**src/logic/pfh_pkg.sv**
```systemverilog
package pfh_pkg;
   // Core clock
   localparam int CLK_PERIOD_NS = 10;
   // Device timing figures
   localparam int T_ACC_NS = 120;
   localparam int T_WP_NS  = 200;
   localparam int T_WPH_NS = 200;
   localparam int T_DF_NS  = 30;
   localparam int T_BLC_US = 150;
   localparam int T_WC_MS  = 20;
   // Cycle counts: least times round up, longest times round down
   localparam int ACC_CYC = (T_ACC_NS + CLK_PERIOD_NS - 1) / CLK_PERIOD_NS;
   localparam int WP_CYC  = (T_WP_NS + CLK_PERIOD_NS - 1) / CLK_PERIOD_NS;
   localparam int WPH_CYC = (T_WPH_NS + CLK_PERIOD_NS - 1) / CLK_PERIOD_NS;
   localparam int DF_CYC  = (T_DF_NS + CLK_PERIOD_NS - 1) / CLK_PERIOD_NS;
   localparam int BLC_CYC = (T_BLC_US * 1000) / CLK_PERIOD_NS;
   localparam int WC_CYC  = (T_WC_MS * 1000000) / CLK_PERIOD_NS;
   // Load window guard and counter sizes
   localparam int BLC_MARGIN = 4;
   localparam int SINCE_W    = 25;
   localparam int CNT_W      = 5;
   // Sector layout
   localparam int CMD_BYTES    = 3;
   localparam int SECTOR_BYTES = 128;
   localparam int SECTOR_LSB   = 7;
   localparam int ID_LINE_BIT  = 9;
   localparam int POLL_BIT     = 7;
   // Commands taken on the user port
   typedef enum logic [1:0] {
      OP_READ  = 2'h0,
      OP_ID    = 2'h1,
      OP_WRITE = 2'h2,
      OP_PROG  = 2'h3
   } pfh_op_t;
   // Controller states, one-hot
   typedef enum logic [6:0] {
      S_IDLE  = 7'h01,
      S_SETUP = 7'h02,
      S_WLOW  = 7'h04,
      S_WHIGH = 7'h08,
      S_WAIT  = 7'h10,
      S_READ  = 7'h20,
      S_RECOV = 7'h40
   } pfh_state_t;
endpackage : pfh_pkg

```
**src/logic/pfh_flash_host.sv**
```systemverilog
`timescale 1ns/1ps
// Summary of operation
// - Byte load: select low, write low, host drives
// - Hardware ID: elevated line, upper lines low
// - Wait for completion or program cycle maximum
// - Next load falls within load window
// - Output drive high while writing
// - Sector number on upper lines each sector byte load
// - Command prefix begins every program
module pfh_flash_host
   import pfh_pkg::*;
#(
   parameter int unsigned BLC_LIMIT = BLC_CYC,
   parameter int unsigned WC_LIMIT  = WC_CYC,
   parameter logic [47:0] CMD_ADDRS = 48'h0003_0002_0001,
   parameter logic [23:0] CMD_DATA  = 24'h03_0201
)(
   // Clock and reset
   input  wire logic        core_clk,
   input  wire logic        rstn,
   // Command port
   input  wire logic        cmd_valid,
   input  wire logic [1:0]  cmd_op,
   input  wire logic [15:0] cmd_addr,
   input  wire logic [7:0]  cmd_wdata,
   output logic             busy,
   // Sector byte stream
   input  wire logic        byte_valid,
   input  wire logic [7:0]  byte_data,
   output logic             byte_ready,
   // Results
   output logic             rd_valid,
   output logic [7:0]       rd_data,
   output logic             done,
   output logic             err_window,
   output logic             err_poll,
   // Flash pins
   output logic             flash_ce_n,
   output logic             flash_oe_n,
   output logic             flash_we_n,
   output logic [15:0]      flash_addr,
   output logic [7:0]       flash_dq_out,
   output logic             flash_dq_oe,
   input  wire logic [7:0]  flash_dq_in,
   output logic             id_hv_en
);

   ////////////////////////////////////////////////////////////////////////////
   // Parameter checks
   if (BLC_LIMIT < 64 || WC_LIMIT < 2 ||
       BLC_LIMIT + WC_LIMIT >= (1 << (SINCE_W - 1))) begin : g_bad
      $error("pfh_flash_host: timer limits out of range");
   end

   pfh_state_t             state;
   pfh_op_t                op;
   logic [CNT_W-1:0]       cnt;
   logic [7:0]             idx;
   logic [15:0]            base;
   logic [15:0]            last_addr;
   logic [7:0]             last_data;
   logic                   polling;
   logic [SINCE_W-1:0]     since_we;

   ////////////////////////////////////////////////////////////////////////////
   // Time since last write strobe rise, load window and cycle limit
   always_ff @(posedge core_clk or negedge rstn) begin
      if (!rstn) begin
         since_we <= '0;
      end else if (!flash_we_n) begin
         since_we <= '0;
      end else if (!since_we[SINCE_W-1]) begin
         since_we <= since_we + 1'b1;
      end
   end

   ////////////////////////////////////////////////////////////////////////////
   // Sequencer and pin drive
   always_ff @(posedge core_clk or negedge rstn) begin
      if (!rstn) begin
         state        <= S_IDLE;
         op           <= OP_READ;
         cnt          <= '0;
         idx          <= '0;
         base         <= '0;
         last_addr    <= '0;
         last_data    <= '0;
         polling      <= 1'b0;
         busy         <= 1'b0;
         byte_ready   <= 1'b0;
         rd_valid     <= 1'b0;
         rd_data      <= '0;
         done         <= 1'b0;
         err_window   <= 1'b0;
         err_poll     <= 1'b0;
         flash_ce_n   <= 1'b1;
         flash_oe_n   <= 1'b1;
         flash_we_n   <= 1'b1;
         flash_addr   <= '0;
         flash_dq_out <= '0;
         flash_dq_oe  <= 1'b0;
         id_hv_en     <= 1'b0;
      end else begin
         rd_valid <= 1'b0;
         done     <= 1'b0;
         unique case (state)
            S_IDLE: begin
               if (cmd_valid) begin
                  op         <= pfh_op_t'(cmd_op);
                  busy       <= 1'b1;
                  base       <= cmd_addr;
                  idx        <= '0;
                  polling    <= 1'b0;
                  err_window <= 1'b0;
                  err_poll   <= 1'b0;
                  flash_ce_n <= 1'b0;
                  if (cmd_op == OP_READ || cmd_op == OP_ID) begin
                     // Hardware ID: only code select may be high
                     flash_addr <= (cmd_op == OP_ID) ? {15'h0000, cmd_addr[0]} : cmd_addr;
                     id_hv_en   <= (cmd_op == OP_ID);
                     flash_oe_n <= 1'b0;
                     cnt        <= CNT_W'(ACC_CYC - 1);
                     state      <= S_READ;
                  end else begin
                     // Program always opens with the command prefix
                     flash_addr   <= (cmd_op == OP_PROG) ? CMD_ADDRS[15:0] : cmd_addr;
                     flash_dq_out <= (cmd_op == OP_PROG) ? CMD_DATA[7:0] : cmd_wdata;
                     last_addr    <= cmd_addr;
                     last_data    <= cmd_wdata;
                     flash_dq_oe  <= 1'b1;
                     state        <= S_SETUP;
                  end
               end
            end
            S_SETUP: begin
               flash_we_n <= 1'b0;
               cnt        <= CNT_W'(WP_CYC - 1);
               state      <= S_WLOW;
            end
            S_WLOW: begin
               if (cnt == '0) begin
                  flash_we_n <= 1'b1;
                  idx        <= idx + 8'h01;
                  cnt        <= CNT_W'(WPH_CYC - 1);
                  state      <= S_WHIGH;
               end else begin
                  cnt <= cnt - 1'b1;
               end
            end
            S_WHIGH: begin
               // One cycle of data hold, then float
               flash_dq_oe <= 1'b0;
               if (cnt != '0) begin
                  cnt <= cnt - 1'b1;
               end else if (op == OP_WRITE) begin
                  flash_ce_n <= 1'b1;
                  busy       <= 1'b0;
                  done       <= 1'b1;
                  state      <= S_IDLE;
               end else if (idx < 8'(CMD_BYTES)) begin
                  flash_addr   <= CMD_ADDRS[idx[1:0]*16 +: 16];
                  flash_dq_out <= CMD_DATA[idx[1:0]*8 +: 8];
                  flash_dq_oe  <= 1'b1;
                  state        <= S_SETUP;
               end else if (idx < 8'(CMD_BYTES + SECTOR_BYTES)) begin
                  flash_ce_n <= 1'b1;
                  byte_ready <= 1'b1;
                  state      <= S_WAIT;
               end else begin
                  // Whole sector in: poll the last byte
                  flash_addr <= last_addr;
                  flash_oe_n <= 1'b0;
                  polling    <= 1'b1;
                  cnt        <= CNT_W'(ACC_CYC - 1);
                  state      <= S_READ;
               end
            end
            S_WAIT: begin
               if (byte_valid) begin
                  byte_ready   <= 1'b0;
                  flash_addr   <= {base[15:SECTOR_LSB], 7'(idx - 8'(CMD_BYTES))};
                  flash_dq_out <= byte_data;
                  last_addr    <= {base[15:SECTOR_LSB], 7'(idx - 8'(CMD_BYTES))};
                  last_data    <= byte_data;
                  flash_ce_n   <= 1'b0;
                  flash_dq_oe  <= 1'b1;
                  state        <= S_SETUP;
               end else if (since_we >= SINCE_W'(BLC_LIMIT - BLC_MARGIN)) begin
                  // Stream stalled: load period is about to close
                  byte_ready <= 1'b0;
                  err_window <= 1'b1;
                  flash_ce_n <= 1'b0;
                  flash_addr <= last_addr;
                  flash_oe_n <= 1'b0;
                  polling    <= 1'b1;
                  cnt        <= CNT_W'(ACC_CYC - 1);
                  state      <= S_READ;
               end
            end
            S_READ: begin
               if (cnt != '0) begin
                  cnt <= cnt - 1'b1;
               end else begin
                  rd_data    <= flash_dq_in;
                  rd_valid   <= !polling;
                  flash_ce_n <= 1'b1;
                  flash_oe_n <= 1'b1;
                  id_hv_en   <= 1'b0;
                  cnt        <= CNT_W'(DF_CYC - 1);
                  state      <= S_RECOV;
                  // Old data stands until the load window has surely closed
                  if (polling && since_we >= SINCE_W'(BLC_LIMIT + BLC_MARGIN) &&
                      flash_dq_in[POLL_BIT] == last_data[POLL_BIT]) begin
                     polling <= 1'b0;
                  end else if (polling && since_we >= SINCE_W'(BLC_LIMIT + WC_LIMIT)) begin
                     polling  <= 1'b0;
                     err_poll <= 1'b1;
                  end
               end
            end
            S_RECOV: begin
               if (cnt != '0) begin
                  cnt <= cnt - 1'b1;
               end else if (polling) begin
                  flash_ce_n <= 1'b0;
                  flash_oe_n <= 1'b0;
                  cnt        <= CNT_W'(ACC_CYC - 1);
                  state      <= S_READ;
               end else begin
                  busy  <= 1'b0;
                  done  <= (op == OP_PROG);
                  state <= S_IDLE;
               end
            end
         endcase
      end
   end
endmodule : pfh_flash_host

```
**config.mk**
```make
export PLATFORM = sky130hd
export DESIGN_NAME = pfh_flash_host
export DESIGN_NICKNAME = d
export VERILOG_FILES = /design/src/logic/pfh_pkg.sv /design/src/logic/pfh_flash_host.sv
export SDC_FILE = /design/constraint.sdc
export NUM_CORES = 1
export LEC_CHECK = 0
export BUFFER_PORTS_ARGS = -buffer_cell sky130_fd_sc_hd__buf_2
export CAP_MARGIN = 5
export CORE_AREA = 2 2 103 105
export DETAILED_ROUTE_END_ITERATION = 16
export DIE_AREA = 0 0 105 107
export PLACE_DENSITY = 0.83
export SKIP_CTS_REPAIR_TIMING = 1
export SKIP_LAST_GASP = 1
export SLEW_MARGIN = 40
export SYNTH_ARGS = -nofsm -noshare
export SYNTH_HDL_FRONTEND = slang
export SYNTH_SLANG_ARGS = --single-unit
```
**constraint.sdc**
```tcl
create_clock -name core_clk -period 6.6 [get_ports core_clk]
set_clock_uncertainty 0.05 [all_clocks]
set_input_delay 1.65 -clock core_clk [delete_from_list [all_inputs] [get_ports core_clk]]
set_output_delay 1.65 -clock core_clk [all_outputs]
set_load 0.05 [all_outputs]
```
==> results_dict.tcl <==
set metrics [dict create \
    die_area_um2 11200 \
    cp.depth 1 \
    dr.first_iter.drc_count 544 \
    rsz0062_at_grt "false" \
    hp-class "flop to flop" \
    antenna_found_initial 0 \
    relSlewSlack 0.460 \
    path_cells "buf_2" \
    p_comb_frac 0.349 \
    final_area_um2 7220 \
    tns_ps 0 \
    numCtsBuffers 17 \
    dr_total_vias 5501 \
    p_leak_nw 3.39 \
    clockBufferDepth 2 \
    firstDrtPassIters 8 \
    ys.flop_type "dfrtp_1" \
    worst-path-max-fanout 27 \
    ys_seq_elements 117 \
    clkSinkCount 117 \
    p_sw_mw 1.25 \
    drive_gt1_frac 0.219 \
    whs_path_depth 2 \
    grt_pass1_wl_um 27200 \
    gp_congestion 0.921 \
    rr_worst_depth 6 \
    cts_root_buf "clkbuf_8" \
    grt_max_degree 71 \
    io_pins 89 \
    post-dp-hpwl_um 10800 \
    worst_pin_slew_ps 808 \
    fin_nets 776 \
    setup_viol 0 \
    detail-route-antenna-nets 0 \
    finalPower_mw 3.11 \
    finalWirelength_um 16600 \
    cp-start-kind "flop" \
    die_w_um 105 \
    yosysSeqAreaShare 0.474 \
    worst_ep_arrival_time_ps 1670 \
    synth.distinct_cells 67 \
    cts_tree "built" \
    r2r_slack_ps 3390 \
    finalHoldViolations 0 \
    grt.total_usage 0.309 \
    synth_area_um2 6180 \
    internal_power_mw 1.86 \
    port_buffers 88 \
    cp-end-kind "output port" \
    period_share 0.510 \
    synth_edf_count 0 \
    path_buf_inv 1 \
    crit_slowest_cell "dfstp_2" \
    dpl-instance-area_um2 6640 \
    power.density_nw_per_um2 430 \
    worst_path_largest_cell_delay_ps 790 \
    slew_violations 0 \
    worstPathRequired_ps 4900 \
    ys_warn_count 0 \
    core-area_um2 10100 \
    p_clk_frac 0.293 \
    path_class "flop to output port" \
    max_freq_ghz 0.297 \
    clock_latency_ps 520 \
    diodes 0 \
    via_per_inst 6.31 \
    grt_pass1_vias 5505 \
    grt_overflow 0 \
    switching_share 0.402 \
    status "finished clean" \
    synthArstFlopShare 1.00 \
    synth_largest_area_cell "dfrtp_1" \
    cts.htree.levels 4 \
    avgSynthCellArea_um2 9.48 \
    syn_nets 704 \
    area_delta_synth_final_pct 16.8 \
    syn_inst 652 \
    synth_top_area_frac 0.457 \
    min_period_ps 3370 \
    avgRoutedWirePerCell_um 19.1 \
    seqPwrFrac 0.359 \
    rows 37 \
    maxCapViolCount 0 \
    die_h_um 107 \
    yosys-top-cells-area "dfrtp_1 (46%), nand2_1 (5.3%), nor2_1 (4.0%), mux2_2 (3.3%), xor2_1 (2.7%)" \
    initial_core_util 0.613 \
    peakVddDrop_mv 0.301 \
    clk_pin_slew_worst_paths_ps 60 \
    path_delay_family "flip-flops" \
    route.detailed.drc 0 \
]
==> final timing paths <==
path                              startpoint             to
worst max-delay path              flash_we_n     flash_we_n
worst min-delay path            last_addr[0]   last_addr[0]
worst max register to register      state[6]  flash_addr[1]
worst min register to register  last_addr[0]   last_addr[0]
max in group asynchronous               rstn    since_we[0]
min in group asynchronous               rstn         cnt[2]
==> synthesized netlist by cell type (all sizes together) (2+ instances only) <==
cell type / count
dfrtp: 113
nand2: 88
nor2: 68
a21oi: 31
o21ai: 31
buf: 20
clkbuf: 20
nand3: 19
xor2: 19
and2: 18
mux2: 18
a222oi: 15
a31oi: 15
nor3: 15
xnor2: 15
inv: 14
nand4: 14
or3: 9
mux2i: 7
nor2b: 7
nor4: 7
o22ai: 7
a22o: 6
ha: 6
a21boi: 5
and3: 5
nand2b: 5
o211ai: 5
a21o: 4
dfstp: 4
nand4b: 4
nor4b: 4
o31ai: 4
a211oi: 3
o2111ai: 3
or4: 3
a221oi: 2
a22oi: 2
a41oi: 2
nand3b: 2
==> state kept, by name (all words and copies together) (netlist names) <==
| register | count |
|---|---|
| err_poll | 1 |
| busy | 1 |
| base | 9 |
| id_hv_en | 1 |
| byte_ready | 1 |
| polling | 1 |
| cnt | 5 |
| flash_oe_n | 1 |
| flash_dq_oe | 1 |
| last_addr | 16 |
| flash_we_n | 1 |
| flash_ce_n | 1 |
| state | 7 |
| rd_valid | 1 |
| flash_addr | 16 |
| rd_data | 8 |
| since_we | 25 |
| done | 1 |
| idx | 8 |
| flash_dq_out | 8 |
| last_data | 1 |
| err_window | 1 |
| op | 2 |
==> per-layer routing <==
metal / up-vias / routed length, um / global-route usage
met4: 0 / 403 / 0.123
met1: 2676 / 6440 / 0.389
met3: 39 / 1560 / 0.0772
met5: - / 0 / 0
met2: 303 / 8220 / 0.515
li1: 2483 / - / -
==> power by group through the flow <==
stage	Combinational, mW	Sequential (mW)	Clock, mW
2_1_floorplan	0.549	1.36	0
3_3_place_gp	1.03	1.10	0
3_5_place_dp	1.06	1.12	0
4_1_cts	1.08	1.11	0.911
5_1_grt	1.17	1.14	0.944
6_report	1.08	1.11	0.909
==> layout make-up <==
type	count	area, um2
timing repair buffer	93	484
clock inverter	10	130
sequential	117	2930
multi-input combinational	481	3000
clock buffer	21	449
tap	136	170
fill	747	2870
inverter	14	52.6
==> placed cells by master, fill, tap and decap left out, types with 6 or more instances in the layout <==
cell / n
a222oi_1: 15
nor2_1: 65
mux2_2: 18
o21ai_0: 29
xnor2_1: 15
nand3_1: 19
xor2_1: 19
clkbuf_16: 16
and2_1: 18
inv_1: 14
nor4_1: 6
nor3_1: 13
o22ai_1: 7
a22o_1: 6
a31oi_1: 15
dfrtp_1: 113
nand4_1: 14
nor2b_1: 7
or3_1: 8
mux2i_1: 7
buf_2: 87
a21oi_1: 31
ha_1: 6
nand2_1: 88
==> worst reg2reg max path, delay by kind of cell (launching register included) <==
kind	cells	cell delay, ps
simple gates	5	2360
flops	1	560
compound gates	1	170
==> through the flow <==
| stage | util | hold slack [ps] | cells | worst slack, ps |
|---|---|---|---|---|
| after floorplan | - | 399 | 652 | 3560 |
| after global placement | 0.658 | 412 | 841 | 2540 |
| after detailed placement | 0.658 | 427 | 841 | 2740 |
| after CTS | 0.716 | 439 | 872 | 3200 |
| after global routing | 0.716 | 462 | 872 | 3110 |
| final | 0.716 | 439 | 872 | 3230 |
==> cell families after synthesis <==
family	Yosys count	synth area share
simple gates	274	0.225
fa+ha+maj	6	0.0121
compound gates	142	0.155
flops	117	0.474
mux	25	0.0441
buf+inv	54	0.0417
xor+xnor	34	0.0482
Power figures use the tool's default switching activity.
